<file path="src/shared/metering_irq_pkg.sv">
// Purpose: Shared constants for the low interrupt mask block.
// Assumes: Byte addresses on an 8-bit register port, 32-bit data.
// Notes: Status and mask share one bit layout.
package metering_irq_pkg;

  localparam int ADDR_W = 8;
  localparam int DATA_W = 32;

  // Register byte offsets
  localparam logic [ADDR_W-1:0] ADDR_MASK = 8'h00;
  localparam logic [ADDR_W-1:0] ADDR_STATUS = 8'h04;
  localparam logic [ADDR_W-1:0] ADDR_PAGE_SEL = 8'h08;
  localparam logic [ADDR_W-1:0] ADDR_ENERGY_CFG = 8'h0C;
  localparam logic [ADDR_W-1:0] ADDR_PULSE_SIGN = 8'h10;

  // Counts
  localparam int MASK_W = 18;
  localparam int PAGE_COUNT = 16;
  localparam int PULSE_COUNT = 4;
  localparam int PHASE_COUNT = 3;
  localparam int INTERVAL_W = 13;

  // Bit positions in mask and status
  localparam int BIT_ENERGY_UPDATE = 0;
  localparam int BIT_ACTIVE_LO = 1;
  localparam int BIT_REACTIVE_LO = 4;
  localparam int BIT_PULSE_SIGN_LO = 7;
  localparam int BIT_PULSE_LO = 11;
  localparam int BIT_SAMPLE_READY = 15;
  localparam int BIT_CAPTURE_STOP = 16;
  localparam int BIT_PAGE_FULL = 17;

  // Energy configuration fields
  localparam int CFG_INTERVAL_LO = 0;
  localparam int CFG_MODE_BIT = 16;

  // Values after reset
  localparam logic [MASK_W-1:0] MASK_RESET = 18'h00000;
  localparam logic [MASK_W-1:0] STATUS_RESET = 18'h00000;
  localparam logic [PAGE_COUNT-1:0] PAGE_SEL_RESET = 16'h0000;
  localparam logic [INTERVAL_W-1:0] INTERVAL_RESET = 13'h0000;
  localparam logic TIMER_MODE_RESET = 1'b0;
  localparam logic [PULSE_COUNT-1:0] PULSE_SIGN_RESET = 4'h0;

  typedef enum logic {
    TIMER_SAMPLES,
    TIMER_LINE_CYCLES
  } timer_mode_t;

endpackage

</file>
<file path="src/verilog/metering_irq_mask_low.sv">
// Purpose: Low eighteen interrupt enables with their event flags.
// Assumes: Event strobes and sign levels come from logic on clk_sys;
//   energy pulse pins are asynchronous and are synchronised here.
// Notes: Interrupt output lags a flag or mask change by one cycle.
// Function
// - Mask bit 17 enables interrupt on fill of a selected buffer page.
// - Mask bit 16 enables interrupt when capture stops after a trigger.
// - Mask bit 15 enables interrupt when new waveform samples are ready.
// - Mask bits 14..11 enable interrupts on falling pulse pins 4..1.
// - Mask bits 10..7 enable interrupts on pulse polarity changes 4..1.
// - Mask bits 6..4 enable reactive power sign change, phases C..A.
// - Mask bits 3..1 enable active power sign change, phases C..A.
// - Mask bit 0 enables interrupt on energy update after set tick count.
// - Latest pulse sign per output is stored at each falling pin edge.
//
// Local design decisions: the placing of the registers and strobed register access.
module metering_irq_mask_low
  import metering_irq_pkg::*;
(
  input wire logic clk_sys,
  input wire logic reset,
  input wire logic [ADDR_W-1:0] address,
  input wire logic [DATA_W-1:0] writeData,
  input wire logic writeStrobe,
  input wire logic readStrobe,
  output logic [DATA_W-1:0] readData,
  input wire logic [PAGE_COUNT-1:0] pageFilled,
  input wire logic captureStopped,
  input wire logic samplesReady,
  input wire logic [PULSE_COUNT-1:0] energyPulsePin,
  input wire logic [PULSE_COUNT-1:0] pulseEnergySign,
  input wire logic [PHASE_COUNT-1:0] activePowerSign,
  input wire logic [PHASE_COUNT-1:0] reactivePowerSign,
  input wire logic sampleTick,
  input wire logic lineCycleTick,
  output logic irqRequest,
  output logic energyUpdate
);

  typedef struct packed {
    logic [MASK_W-1:0] mask;
    logic [PAGE_COUNT-1:0] pageSelect;
    logic [INTERVAL_W-1:0] interval;
    timer_mode_t timerMode;
    logic [INTERVAL_W-1:0] tickCount;
    logic [PULSE_COUNT-1:0] pulseSign;
    logic [PHASE_COUNT-1:0] activeSeen;
    logic [PHASE_COUNT-1:0] reactiveSeen;
    logic primed;
    logic energyUpdate;
    logic irqRequest;
    logic [DATA_W-1:0] readData;
  } core_state_t;

  core_state_t state_reg;
  core_state_t state_next;

  logic [PULSE_COUNT-1:0] pulseFall;
  logic [MASK_W-1:0] status;
  logic [MASK_W-1:0] events;
  logic statusClear;
  logic [PULSE_COUNT-1:0] signChange;
  logic chosenTick;
  logic intervalDone;

  pin_fall_detect pulse_pins (
    .clk_sys(clk_sys),
    .reset(reset),
    .pinLevel(energyPulsePin),
    .pinFall(pulseFall)
  );

  sticky_status_bank flags (
    .clk_sys(clk_sys),
    .reset(reset),
    .setEvents(events),
    .clearWrite(statusClear),
    .clearBits(writeData[MASK_W-1:0]),
    .status(status)
  );

  assign statusClear = writeStrobe && (address == ADDR_STATUS);

  // Tick source follows the timer unit select
  assign chosenTick = (state_reg.timerMode == TIMER_LINE_CYCLES) ?
                      lineCycleTick : sampleTick;
  // Update after interval+1 ticks, so a zero interval still counts one
  assign intervalDone = chosenTick &&
                        (state_reg.tickCount >= state_reg.interval);

  // A sign differing from the stored one at a pulse edge is a reversal
  assign signChange = pulseFall &
                      (pulseEnergySign ^ state_reg.pulseSign);

  always_comb begin
    events = '0;
    events[BIT_PAGE_FULL] = |(pageFilled & state_reg.pageSelect);
    events[BIT_CAPTURE_STOP] = captureStopped;
    events[BIT_SAMPLE_READY] = samplesReady;
    events[BIT_PULSE_LO +: PULSE_COUNT] = pulseFall;
    events[BIT_PULSE_SIGN_LO +: PULSE_COUNT] = signChange;
    // Held off until the first sign sample so reset gives no false event
    if (state_reg.primed) begin
      events[BIT_REACTIVE_LO +: PHASE_COUNT] =
        reactivePowerSign ^ state_reg.reactiveSeen;
      events[BIT_ACTIVE_LO +: PHASE_COUNT] =
        activePowerSign ^ state_reg.activeSeen;
    end
    events[BIT_ENERGY_UPDATE] = intervalDone;
  end

  always_comb begin
    state_next = state_reg;
    state_next.primed = 1'b1;
    state_next.activeSeen = activePowerSign;
    state_next.reactiveSeen = reactivePowerSign;
    state_next.energyUpdate = intervalDone;
    // Latest pulse sign, updated only at a falling pin edge
    for (int i = 0; i < PULSE_COUNT; i++) begin
      if (pulseFall[i]) begin
        state_next.pulseSign[i] = pulseEnergySign[i];
      end
    end
    if (chosenTick) begin
      if (intervalDone) begin
        state_next.tickCount = '0;
      end else begin
        state_next.tickCount = state_reg.tickCount + 1'b1;
      end
    end
    if (writeStrobe) begin
      unique case (address)
        ADDR_MASK: begin
          state_next.mask = writeData[MASK_W-1:0];
        end
        ADDR_PAGE_SEL: begin
          state_next.pageSelect = writeData[PAGE_COUNT-1:0];
        end
        ADDR_ENERGY_CFG: begin
          state_next.interval =
            writeData[CFG_INTERVAL_LO +: INTERVAL_W];
          state_next.timerMode = timer_mode_t'(writeData[CFG_MODE_BIT]);
          // New interval starts a fresh count
          state_next.tickCount = '0;
        end
        default: begin
        end
      endcase
    end
    state_next.readData = '0;
    if (readStrobe) begin
      unique case (address)
        ADDR_MASK: begin
          state_next.readData[MASK_W-1:0] = state_reg.mask;
        end
        ADDR_STATUS: begin
          state_next.readData[MASK_W-1:0] = status;
        end
        ADDR_PAGE_SEL: begin
          state_next.readData[PAGE_COUNT-1:0] = state_reg.pageSelect;
        end
        ADDR_ENERGY_CFG: begin
          state_next.readData[CFG_INTERVAL_LO +: INTERVAL_W] =
            state_reg.interval;
          state_next.readData[CFG_MODE_BIT] = state_reg.timerMode;
        end
        ADDR_PULSE_SIGN: begin
          state_next.readData[PULSE_COUNT-1:0] = state_reg.pulseSign;
        end
        default: begin
        end
      endcase
    end
    // A cleared mask bit keeps its flag away from the request
    state_next.irqRequest = |(status & state_reg.mask);
  end

  always_ff @(posedge clk_sys) begin
    if (reset) begin
      state_reg <= '0;
      state_reg.mask <= MASK_RESET;
      state_reg.pageSelect <= PAGE_SEL_RESET;
      state_reg.interval <= INTERVAL_RESET;
      state_reg.timerMode <= timer_mode_t'(TIMER_MODE_RESET);
      state_reg.pulseSign <= PULSE_SIGN_RESET;
    end else begin
      state_reg <= state_next;
    end
  end

  assign readData = state_reg.readData;
  assign irqRequest = state_reg.irqRequest;
  assign energyUpdate = state_reg.energyUpdate;

endmodule

</file>
<file path="src/verilog/pin_fall_detect.sv">
// Purpose: Two-stage synchroniser and high-to-low detect on pulse pins.
// Assumes: Pins may change at any time relative to clk_sys.
// Notes: Fall output is one cycle long, from flops only.
module pin_fall_detect
  import metering_irq_pkg::*;
(
  input wire logic clk_sys,
  input wire logic reset,
  input wire logic [PULSE_COUNT-1:0] pinLevel,
  output logic [PULSE_COUNT-1:0] pinFall
);

  typedef struct packed {
    logic [PULSE_COUNT-1:0] stage1;
    logic [PULSE_COUNT-1:0] stage2;
    logic [PULSE_COUNT-1:0] prev;
  } sync_state_t;

  sync_state_t state_reg;
  sync_state_t state_next;

  always_comb begin
    state_next = state_reg;
    state_next.stage1 = pinLevel;
    state_next.stage2 = state_reg.stage1;
    state_next.prev = state_reg.stage2;
  end

  always_ff @(posedge clk_sys) begin
    if (reset) begin
      state_reg <= '0;
    end else begin
      state_reg <= state_next;
    end
  end

  // Prev resets low so an idle-high pin gives no false edge at start
  assign pinFall = state_reg.prev & ~state_reg.stage2;

endmodule

</file>
<file path="src/verilog/sticky_status_bank.sv">
// Purpose: Sticky event flags, cleared by writing ones.
// Assumes: Events are one-cycle pulses on clk_sys.
// Notes: A set in the clearing cycle wins over the clear.
module sticky_status_bank
  import metering_irq_pkg::*;
(
  input wire logic clk_sys,
  input wire logic reset,
  input wire logic [MASK_W-1:0] setEvents,
  input wire logic clearWrite,
  input wire logic [MASK_W-1:0] clearBits,
  output logic [MASK_W-1:0] status
);

  typedef struct packed {
    logic [MASK_W-1:0] flags;
  } status_state_t;

  status_state_t state_reg;
  status_state_t state_next;

  always_comb begin
    state_next = state_reg;
    if (clearWrite) begin
      state_next.flags = state_reg.flags & ~clearBits;
    end
    state_next.flags = state_next.flags | setEvents;
  end

  always_ff @(posedge clk_sys) begin
    if (reset) begin
      state_reg.flags <= STATUS_RESET;
    end else begin
      state_reg <= state_next;
    end
  end

  assign status = state_reg.flags;

endmodule
</file>
<file path="config.mk">
export PLATFORM = sky130hd
export DESIGN_NAME = metering_irq_mask_low
export DESIGN_NICKNAME = d
export VERILOG_FILES = /design/src/shared/metering_irq_pkg.sv /design/src/verilog/metering_irq_mask_low.sv /design/src/verilog/pin_fall_detect.sv /design/src/verilog/sticky_status_bank.sv
export SDC_FILE = /design/constraint.sdc
export NUM_CORES = 1
export LEC_CHECK = 0
export ABC_CLOCK_PERIOD_IN_PS = 2150
export BUFFER_PORTS_ARGS = -buffer_cell sky130_fd_sc_hd__buf_4
export CORE_ASPECT_RATIO = 0.7
export CORE_MARGIN = 4
export CORE_UTILIZATION = 52
export CTS_BUF_LIST = sky130_fd_sc_hd__clkbuf_8
export DETAILED_ROUTE_END_ITERATION = 6
export PLACE_DENSITY_LB_ADDON = 0.3
export SETUP_SLACK_MARGIN = 0.2
export SKIP_LAST_GASP = 1
export SYNTH_ARGS = -nofsm -noshare
export SYNTH_HDL_FRONTEND = slang
export SYNTH_SLANG_ARGS = --single-unit
</file>
<file path="constraint.sdc">
create_clock -name clk_sys -period 2.15 [get_ports clk_sys]
set_input_delay 0.215 -clock clk_sys [delete_from_list [all_inputs] [get_ports clk_sys]]
set_output_delay 0.215 -clock clk_sys [all_outputs]
set_load 0.01 [all_outputs]
</file>
==> qor.csv, run 1 <==
stage;metric;value;unit
floorplanning;num_io_pins;112;
global_routing;overflow;0;
synth;synthTopCellsByCount;dfxtp_1 (122), nor2_1 (72), nand2_1 (68);
timing;setup_viol;0;
timing;setup_slack;0.318;ns
synth;synth_top_cell_area_share;0.439;
timing;finClkSkew;0.00849;ns
synth;postSynthAreaPerCell;9.07;um^2
critical_path;cp-end-kind;flip-flop;
synth;synthDistinctLibCells;41;
timing;tightestPinTransition;0.522;ns
synth;synth_area_leaders;dfxtp_1 (44%), mux2i_1 (11%), nor2_1 (4.9%), nand2_1 (4.6%), buf_4 (4.5%);
global_routing;grt_pass1_vias;4447;
power_and_ir_drop;power_leakage;0.00266;uW
timing;slew_headroom;0.649;
global_routing;grt_antenna_before_repair;0;
clock_tree;worstSkewPairLatency;0.44;ns
synth;synth_flop_cell;dfxtp_1;
placement;place_inst;794;
critical_path;worst-path-stages;8;
synth;yosysSeqAreaShare;0.439;
synth;synth_most_common_cell;dfxtp_1;
final_layout;nFillCells;847;
timing;period_share;0.852;
final_layout;layout-drive-gt1-share;0.212;
placement;pre_cts_ws;0.0540;ns
critical_path;worstSetupPathType;reg -> reg;
global_routing;met3_usage;0.0735;
floorplanning;die_w;132;um
final_layout;fin_cells;835;
power_and_ir_drop;total_power;4800;uW
floorplanning;coreArea;10400;um^2
route;via_count;4685;
outcome;status;finished clean;
clock_tree;ctsLongestPathBuffers;2;
final_layout;largest_reg_flops;72;
final_layout;syn_to_final_growth;20.5;%
placement;place.gp.congestion;0.859;
critical_path;cp.arrival;2.22;ns
critical_path;cpMaxStageDelayCell;dfxtp_2;
job;maxCapViolCount;0;
critical_path;worstRegToRegCells;8;
route;drt_iter0_drc;407;
timing;fin_setup_tns;0;ns
route;wl_per_cell;17.5;um
synth;yosysTopAreaCell;dfxtp_1;
critical_path;max_stage_delay;0.37;ns
worst_hold_path;min_path_type;in -> reg;
final_layout;num-nets-final;782;
clock_tree;clk_pin_slew;0.08;ns
route;routed_wl;14.6;mm
critical_path;start_kind;flip-flop;
route;via_per_inst;5.61;
power_and_ir_drop;vdd_ir_drop_max;0.454;mV
floorplanning;start_util;0.535;
placement;dpl_cell_area;6150;um^2
floorplanning;fp-row-count;31;
global_routing;top_usage_layer;met2;
critical_path;cp_top_family;compound AO/OA/AOI/OAI gates;
clock_tree;htree_levels;4;
global_routing;grt_pass1_wl;23.0;mm
clock_tree;root_buffer;clkbuf_8;
critical_path;path_cells;inv_1 -> ha_1 -> nand4_1 -> o221ai_1 -> nand2_1 -> a31oi_2 -> buf_4 -> and2_1;
clock_tree;cts_sinks;122;
global_routing;grtUsageMet2;0.364;
synth;netlist_instances;613;
power_and_ir_drop;power_density;717;nW/um^2
timing;fin_crit;1.83;ns
global_routing;grt_use_met1;0.322;
synth;synthesis.area;5560;um^2
synth;async_flop_share;0;
clock_tree;cts_tree;done;
timing;fmax;546;MHz
route;dr.pass1.iters;6;
placement;hpwl;10.5;mm
synth;synth_edf_count;0;
critical_path;worst-path-buf-inv;2;
timing;slew_viol_final;0;
synth;synth-seq-cells;122;
timing;rsz0062_at_grt;false;
critical_path;cp_data_required_time;2.54;ns
route;ant_nets;0;
global_routing;track_usage;0.235;
global_routing;grt_max_degree;36;
synth;yosysWarnings;0;
final_layout;final_area;6700;um^2
worst_hold_path;hold_depth;2;
floorplanning;die_y;94.5;um
final_layout;num_antenna_cells;0;
route;drc_errors;0;
timing;hold_viol;0;
critical_path;worstPathMaxFanout;7;
placement;io_buffers;83;
floorplanning;die_area;12400;um^2
clock_tree;cts_buffers;17;
-- per-layer routing --
| metal | up-vias | wire length (um) |
|---|---|---|
| met5 | - | 0 |
| met4 | 0 | 229 |
| met3 | 26 | 1390 |
| met2 | 248 | 6420 |
| met1 | 2190 | 6560 |
| li1 | 2221 | - |
-- cell families after synthesis --
| logic type | synth area share |
|---|---|
| simple gates | 0.182 |
| compound gates | 0.111 |
| xor+xnor | 0.0331 |
| flops | 0.439 |
| fa+ha+maj | 0.0315 |
| other cells | 0.000675 |
| mux | 0.118 |
| buf+inv | 0.0833 |
-- repair_timing --
action	in CTS	in global routing
endpoints found under the hold margin	8	0
hold buffers	8	0
buffers inserted	0	1
endpoints found under the setup margin	0	14
gates resized for setup	0	10
-- final timing paths --
path | startpoint | to | slack (ns)
worst min-delay path | energyPulsePin[1] | pulse_pins.state_next[5] | 0.004
worst max register to register | state_reg[63] | energyUpdate | 0.32
worst max-delay path | state_reg[63] | energyUpdate | 0.32
worst min register to register | pulse_pins.state_next[7] | pulse_pins.state_next[3] | 0.44
-- report_power, final --
| group | switching [uW] | total, uW | internal (uW) |
|---|---|---|---|
| clock | 963 | 2140 | 1180 |
| sequential | 25.5 | 2320 | 2300 |
| combinational | 184 | 340 | 156 |
-- final cells by class --
| type | instances | area, um^2 | area share |
|---|---|---|---|
| Tap cell | 132 | 165 | 0.0247 |
| Clock buffer | 18 | 248 | 0.0370 |
| Clock inverter | 14 | 174 | 0.0260 |
| Inverter | 17 | 63.8 | 0.00953 |
| Timing Repair Buffer | 109 | 863 | 0.129 |
| Sequential cell | 122 | 2450 | 0.365 |
| Multi-Input combinational cell | 423 | 2740 | 0.409 |
-- cells in the final DEF, fill, tap and decap left out, types with 2 or more instances in the layout --
| cell type | count |
|---|---|
| a21oi_1 | 40 |
| a221oi_1 | 12 |
| a22o_1 | 6 |
| a22oi_1 | 5 |
| a31oi_1 | 2 |
| and3_1 | 10 |
| buf_12 | 2 |
| buf_4 | 99 |
| bufinv_16 | 3 |
| clkbuf_8 | 18 |
| clkinv_2 | 2 |
| clkinv_4 | 5 |
| clkinvlp_4 | 4 |
| conb_1 | 14 |
| dfxtp_1 | 119 |
| dfxtp_2 | 3 |
| dlygate4sd3_1 | 8 |
| ha_1 | 14 |
| inv_1 | 16 |
| mux2i_1 | 59 |
| mux4_2 | 3 |
| nand2_1 | 68 |
| nand2b_1 | 2 |
| nand3_1 | 8 |
| nand4_1 | 5 |
| nor2_1 | 71 |
| nor2b_1 | 26 |
| nor3_1 | 3 |
| nor4_1 | 10 |
| nor4_2 | 4 |
| o21a_1 | 8 |
| o21ai_0 | 16 |
| o22a_1 | 4 |
| xnor2_1 | 6 |
| xor2_1 | 15 |
-- through the flow --
step / utilization / hold slack, ns
2_1_floorplan: - / 0.343
3_3_place_gp: 0.591 / 0.419
3_5_place_dp: 0.591 / 0.425
4_1_cts: 0.640 / 0.0118
5_1_grt: 0.644 / 0.0146
6_report: 0.644 / 0.00416
Note: power is estimated with default switching activity, not from simulation.
==> run 2: changes to the inputs <==
CTS_BUF_LIST = sky130_fd_sc_hd__clkbuf_2   (was sky130_fd_sc_hd__clkbuf_8)
==> run 2 against run 1 <==
  * Global-route usage is 1.2 points higher
  * Sequential cell count did not move
  * Die area stayed put
  * First-iteration DRC count up 21%
  * Register-to-register slack is essentially flat
  * Clock-buffer cell count fell by 1
  * Non-clock buffer count rose by 55
  * Via count up 4.1%
  * Utilization up 3.9 points
  * Design area increased by 6.0%
  * Critical path depth rose by 1
  * Final cell count is 6.6% higher
  * Critical endpoint is now flags.status[15]
  * Highest routed layer unchanged
==> qor.csv, run 2 (same netlist as run 1, synthesis figures left out) <==
stage;metric;value;unit;change
clock_tree;worstSkewPairLatency;0.65;ns;+0.21 ns
critical_path;r2r-start;state_reg[71];;
timing;finClkSkew;0.0200;ns;+0.0115 ns
global_routing;overflow;0;;unchanged
outcome;status;finished clean;;
timing;slew_headroom;0.634;;-0.0150
timing;tightestPinTransition;0.544;ns;+0.0224 ns
final_layout;num_antenna_cells;0;;unchanged
floorplanning;die_w;132;um;unchanged
timing;period_share;0.888;;+0.0357
timing;setup_viol;0;;unchanged
clock_tree;clk_pin_slew;0.19;ns;+0.11 ns
clock_tree;cts_tree;done;;
floorplanning;die_area;12400;um^2;unchanged
critical_path;cp-end-kind;flip-flop;;
route;dr.pass1.iters;5;;-1
floorplanning;die_y;94.5;um;unchanged
global_routing;grt_pass1_wl;24.3;mm;+5.8%
critical_path;critical_path.endpoint;flags.status[15];;
floorplanning;start_util;0.535;;unchanged
critical_path;rr_endpoint;state_reg[46];;
global_routing;grt_antenna_before_repair;0;;unchanged
critical_path;start_kind;input port;;
job;maxCapViolCount;0;;unchanged
timing;slew_viol_final;0;;unchanged
critical_path;worstSetupPathType;in -> reg;;
final_layout;nFillCells;796;;-6.0%
route;wl_per_cell;17.1;um;-2.4%
clock_tree;htree_levels;4;;unchanged
timing;hold_viol;0;;unchanged
critical_path;cp_data_required_time;2.71;ns;+0.17 ns
critical_path;critPathLaunch;address[5];;
placement;place.gp.congestion;0.859;;unchanged
power_and_ir_drop;power_density;602;nW/um^2;-16%
final_layout;final_common_cell;dfxtp_1;;
critical_path;cp.arrival;2.47;ns;+0.25 ns
final_layout;largest_reg_flops;72;;unchanged
clock_tree;root_buffer;clkbuf_2;;
critical_path;worstPathMaxFanout;17;;+10
route;via_per_inst;5.48;;-2.4%
final_layout;num-nets-final;837;;+7.0%
power_and_ir_drop;vdd_ir_drop_max;0.414;mV;-8.9%
route;ant_nets;0;;unchanged
timing;rsz0062_at_grt;false;;
route;routed_wl;15.2;mm;+4.0%
timing;fin_setup_tns;0;ns;unchanged
clock_tree;cts_sinks;122;;unchanged
clock_tree;cts_buffers;17;;unchanged
placement;hpwl;10.5;mm;unchanged
worst_hold_path;min_path_type;in -> reg;;
placement;io_buffers;83;;unchanged
floorplanning;num_io_pins;112;;unchanged
critical_path;worstRegToRegCells;8;;unchanged
floorplanning;coreArea;10400;um^2;unchanged
critical_path;reg2reg_slack;0.32;ns;about the same
final_layout;layout-drive-gt1-share;0.198;;-0.0141
route;via_count;4875;;+4.1%
route;drc_errors;0;;unchanged
global_routing;grt_max_degree;36;;unchanged
global_routing;track_usage;0.247;;+0.0115
placement;place_inst;794;;unchanged
clock_tree;ctsLongestPathBuffers;2;;unchanged
global_routing;grt_pass1_vias;4731;;+6.4%
route;drt_iter0_drc;492;;+21%
timing;fin_crit;1.91;ns;+0.0767 ns
power_and_ir_drop;power_leakage;0.00283;uW;+6.4%
floorplanning;fp-row-count;31;;unchanged
final_layout;syn_to_final_growth;27.8;%;
timing;fmax;524;MHz;-4.0%
timing;hold_slack;0.0581;ns;+0.0539 ns
final_layout;final_cell_mix;dfxtp_1 (119), buf_4 (99), nor2_1 (71);;
final_layout;fin_cells;890;;+6.6%
run 2: through the flow:
step                      worst slack, ns   util  area [um^2]  power [uW]
after floorplan                     0.289      -         5610        2540
after global placement              0.108  0.591         6150        2680
after detailed placement           0.0540  0.591         6150        2690
after CTS                           0.228  0.676         7030        4280
after global routing                0.186  0.683         7100        4440
final                               0.242  0.683         7100        4280
run 2: timing repair:
item                       4_1_cts  5_1_grt
setup buffers                    0        2
setup endpoints to repair        0       18
hold endpoints to repair        90        0
gates resized for setup          0       14
hold buffers                    62        0
run 2: worst max-delay path, stage by stage:
cell and delay, ns:
buf_4 0.11, or4_4 0.57, nor3_4 0.21, buf_4 0.17
nand3b_1 0.11, buf_4 0.22, o21ai_0 0.21, a21oi_1 0.09
dlygate4sd3_1 0.56
run 2: final cells by class:
cell class,count,area [um^2],area share
Timing Repair Buffer,164,1420,0.200
Inverter,17,63.8,0.00898
Clock buffer,17,85.1,0.0120
Clock inverter,15,178,0.0250
Tap cell,132,165,0.0233
Sequential cell,122,2450,0.344
Multi-Input combinational cell,423,2740,0.386
run 2: worst min path at each step:
stage	from	to	slack, ns	depth (start not counted)
3_5_place_dp	pulse_pins.state_next[7]	pulse_pins.state_next[3]	0.43	1
6_report	readStrobe	readData[12]	0.06	4
2_1_floorplan	energyPulsePin[0]	pulse_pins.state_next[4]	0.34	1
3_3_place_gp	pulse_pins.state_next[5]	pulse_pins.state_next[1]	0.42	1
4_1_cts	readStrobe	readData[12]	0.01	4
5_1_grt	readStrobe	readData[10]	0.02	4
run 2: where the power goes:
part	switching [uW]	leakage [uW]	internal (uW)
clock network	897	0.000144	646
registers	25.3	0.000991	2300
logic	199	0.00170	209
total	1120	0.00283	3160
run 2: per-layer routing:
layer,up-vias,GRT usage,share of wire,wire (um)
met3,21,0.0660,0.086,1300
li1,2335,-,-,-
met1,2278,0.332,0.45,6840
met5,-,0,0,0
met4,0,0.0682,0.014,214
met2,241,0.396,0.45,6840
==> run 3: changes to the inputs <==
--- a/config.mk
+++ b/config.mk
@@ -8,7 +8,6 @@
 export ABC_CLOCK_PERIOD_IN_PS = 2150
 export BUFFER_PORTS_ARGS = -buffer_cell sky130_fd_sc_hd__buf_4
-export CORE_ASPECT_RATIO = 0.7
 export CORE_MARGIN = 4
-export CORE_UTILIZATION = 52
+export CORE_UTILIZATION = 57
 export CTS_BUF_LIST = sky130_fd_sc_hd__clkbuf_2
 export DETAILED_ROUTE_END_ITERATION = 6
==> constraint.sdc (replaced) <==
create_clock -name clk_sys -period 2.15 [get_ports clk_sys]
set_input_delay 0.215 -clock clk_sys [delete_from_list [all_inputs] [get_ports clk_sys]]
set_output_delay 0.215 -clock clk_sys [all_outputs]
set_load 0.05 [all_outputs]
==> run 3 against run 2 <==
  * Design area down 0.19%
  * Global-route usage is 2.4 points higher
  * Routed wire length rose by 0.87%
  * Clock skew increased by 0.020 ns
  * Non-clock buffer count unchanged
  * Utilization increased by 7.3 points
  * Combinational power grew 14%
  * Worst hold slack got worse by 0.025 ns
  * Sequential cell count did not move
  * Largest cell class unchanged
  * Largest power group unchanged
==> qor.csv, run 3 (same netlist as run 1, synthesis figures left out) <==
stage;metric;value;unit;change
clock_tree;clk_pin_slew;0.19;ns;about the same
clock_tree;htree_levels;4;;unchanged
timing;fin_crit;1.93;ns;+0.0206 ns
timing;hold_slack;0.0328;ns;-0.0253 ns
final_layout;final_cell_mix;dfxtp_1 (118), buf_4 (98), nor2_1 (72);;
clock_tree;cts_buffers;17;;unchanged
clock_tree;ctsLongestPathBuffers;2;;unchanged
final_layout;largest_reg_flops;72;;unchanged
timing;fin_setup_tns;0;ns;unchanged
clock_tree;root_buffer;clkbuf_2;;
power_and_ir_drop;power_density;594;nW/um^2;-1.3%
critical_path;max_stage_delay;0.41;ns;-0.16 ns
route;via_per_inst;5.56;;+1.4%
final_layout;fin_cells;887;;-0.34%
timing;period_share;0.897;;+0.00957
critical_path;cpMaxStageDelayCell;dfxtp_1;;
placement;dpl_cell_area;6160;um^2;+0.26%
final_layout;num_antenna_cells;0;;unchanged
timing;rsz0062_at_grt;true;;
floorplanning;die_area;11400;um^2;-8.3%
route;ant_nets;0;;unchanged
route;dr.pass1.iters;5;;unchanged
placement;place_inst;792;;-0.25%
power_and_ir_drop;vdd_ir_drop_max;0.365;mV;-12%
floorplanning;die_y;107;um;+13%
outcome;status;finished clean;;
timing;slew_viol_final;0;;unchanged
critical_path;start_kind;flip-flop;;
global_routing;grt_max_degree;57;;+58%
floorplanning;die_w;107;um;-19%
clock_tree;cts_sinks;122;;unchanged
global_routing;overflow;0;;unchanged
power_and_ir_drop;power_leakage;0.00284;uW;about the same
timing;setup_viol;0;;unchanged
timing;hold_viol;0;;unchanged
global_routing;grt_antenna_before_repair;0;;unchanged
floorplanning;fp-row-count;35;;+13%
route;drc_errors;0;;unchanged
global_routing;track_usage;0.271;;+0.0238
route;via_count;4928;;+1.1%
floorplanning;num_io_pins;112;;unchanged
final_layout;layout-drive-gt1-share;0.198;;unchanged
clock_tree;worstSkewPairLatency;0.66;ns;about the same
final_layout;final_common_cell;dfxtp_1;;
critical_path;cp_data_required_time;2.70;ns;about the same
floorplanning;coreArea;9370;um^2;-9.8%
route;routed_wl;15.3;mm;+0.87%
route;wl_per_cell;17.3;um;+1.2%
job;maxCapViolCount;0;;unchanged
critical_path;cp-end-kind;flip-flop;;
critical_path;worstRegToRegCells;8;;unchanged
power_and_ir_drop;total_power;4210;uW;-1.5%
global_routing;grt_pass1_vias;4874;;+3.0%
global_routing;grt_pass1_wl;24.3;mm;about the same
final_layout;num-nets-final;837;;unchanged
placement;io_buffers;83;;unchanged
worst_hold_path;hold_depth;2;;-2
final_layout;final_area;7090;um^2;-0.19%
power_and_ir_drop;switchingPower;1170;uW;+4.1%
power_and_ir_drop;swShare;0.277;;+0.0148
power_and_ir_drop;seq_power_share;0.553;;+0.009
worst_hold_path;min_path_type;in -> reg;;
route;drt_iter0_drc;344;;-30%
power_and_ir_drop;pwr-share-comb;0.110;;+0.015
timing;fmax;518;MHz;-1.1%
final_layout;syn_to_final_growth;27.6;%;
critical_path;cp.arrival;2.48;ns;about the same
timing;finClkSkew;0.0403;ns;+0.0203 ns
power_and_ir_drop;pwr-share-clk;0.337;;-0.024
placement;hpwl;10.1;mm;-3.5%
critical_path;worstPathMaxFanout;12;;-5
floorplanning;start_util;0.593;;+0.0584
critical_path;path_cells;inv_1 -> ha_1 -> a21oi_1 -> o21ai_0 -> nand2b_1 -> a31oi_4 -> buf_6 -> nor4_1;;
clock_tree;cts_tree;done;;
power_and_ir_drop;internal_power;3050;uW;-3.5%
placement;place.gp.congestion;0.935;;+8.8%
critical_path;worstSetupPathType;reg -> reg;;
==> run 3: critical path, delay by kind of cell (launching register included) <==
kind,cells,cell delay [ns]
AOI/OAI and AO/OA,3,0.44
and+or+nand+nor,2,0.41
DFF,1,0.41
adders and majority gates,1,0.32
buffers and inverters,2,0.25
==> run 3: path summary, 6_finish.rpt <==
kind                             from                        to  slack [ns]
min reg2reg  pulse_pins.state_next[5]  pulse_pins.state_next[1]        0.46
max                     state_reg[67]             state_reg[56]        0.22
max reg2reg             state_reg[67]             state_reg[56]        0.22
min                        address[3]              readData[17]        0.03
==> run 3: final cells by class <==
| cell class | count | area, um^2 |
|---|---|---|
| clock buffer | 17 | 85.1 |
| fill | 671 | 2280 |
| sequential | 122 | 2450 |
| inverter | 17 | 63.8 |
| clock inverter | 15 | 151 |
| tap | 129 | 161 |
| timing repair buffer | 164 | 1430 |
| multi-input combinational | 423 | 2750 |
==> run 3: stage by stage <==
| stage | setup slack (ns) | util |
|---|---|---|
| after CTS | 0.203 | 0.749 |
| after global placement | 0.101 | 0.658 |
| after global routing | 0.131 | 0.756 |
| after detailed placement | 0.0491 | 0.658 |
| final | 0.221 | 0.756 |
| after floorplan | 0.289 | - |
==> run 3: power by group through the flow <==
| stage | registers, uW | clock network [uW] | logic [uW] |
|---|---|---|---|
| floorplan | 2370 | 0 | 222 |
| global placement | 2370 | 0 | 358 |
| detailed placement | 2370 | 0 | 362 |
| CTS | 2330 | 1430 | 446 |
| global route | 2330 | 1530 | 497 |
| finish | 2330 | 1420 | 465 |
==> run 3: layer usage <==
| metal | routed length [um] | global-route usage | part of all wire |
|---|---|---|---|
| met5 | 0 | 0 | 0 |
| met4 | 343 | 0.0986 | 0.022 |
| met3 | 1200 | 0.0632 | 0.078 |
| met2 | 7580 | 0.466 | 0.49 |
| met1 | 6200 | 0.330 | 0.40 |
==> run 3: timing repair <==
| item | in CTS | in global routing |
|---|---|---|
| hold buffers | 61 | 0 |
| resized for setup | 2 | 13 |
| setup endpoints to repair | 12 | 17 |
| endpoints found under the hold margin | 94 | 0 |
| setup buffers | 0 | 2 |
| pin swaps | 0 | 2 |
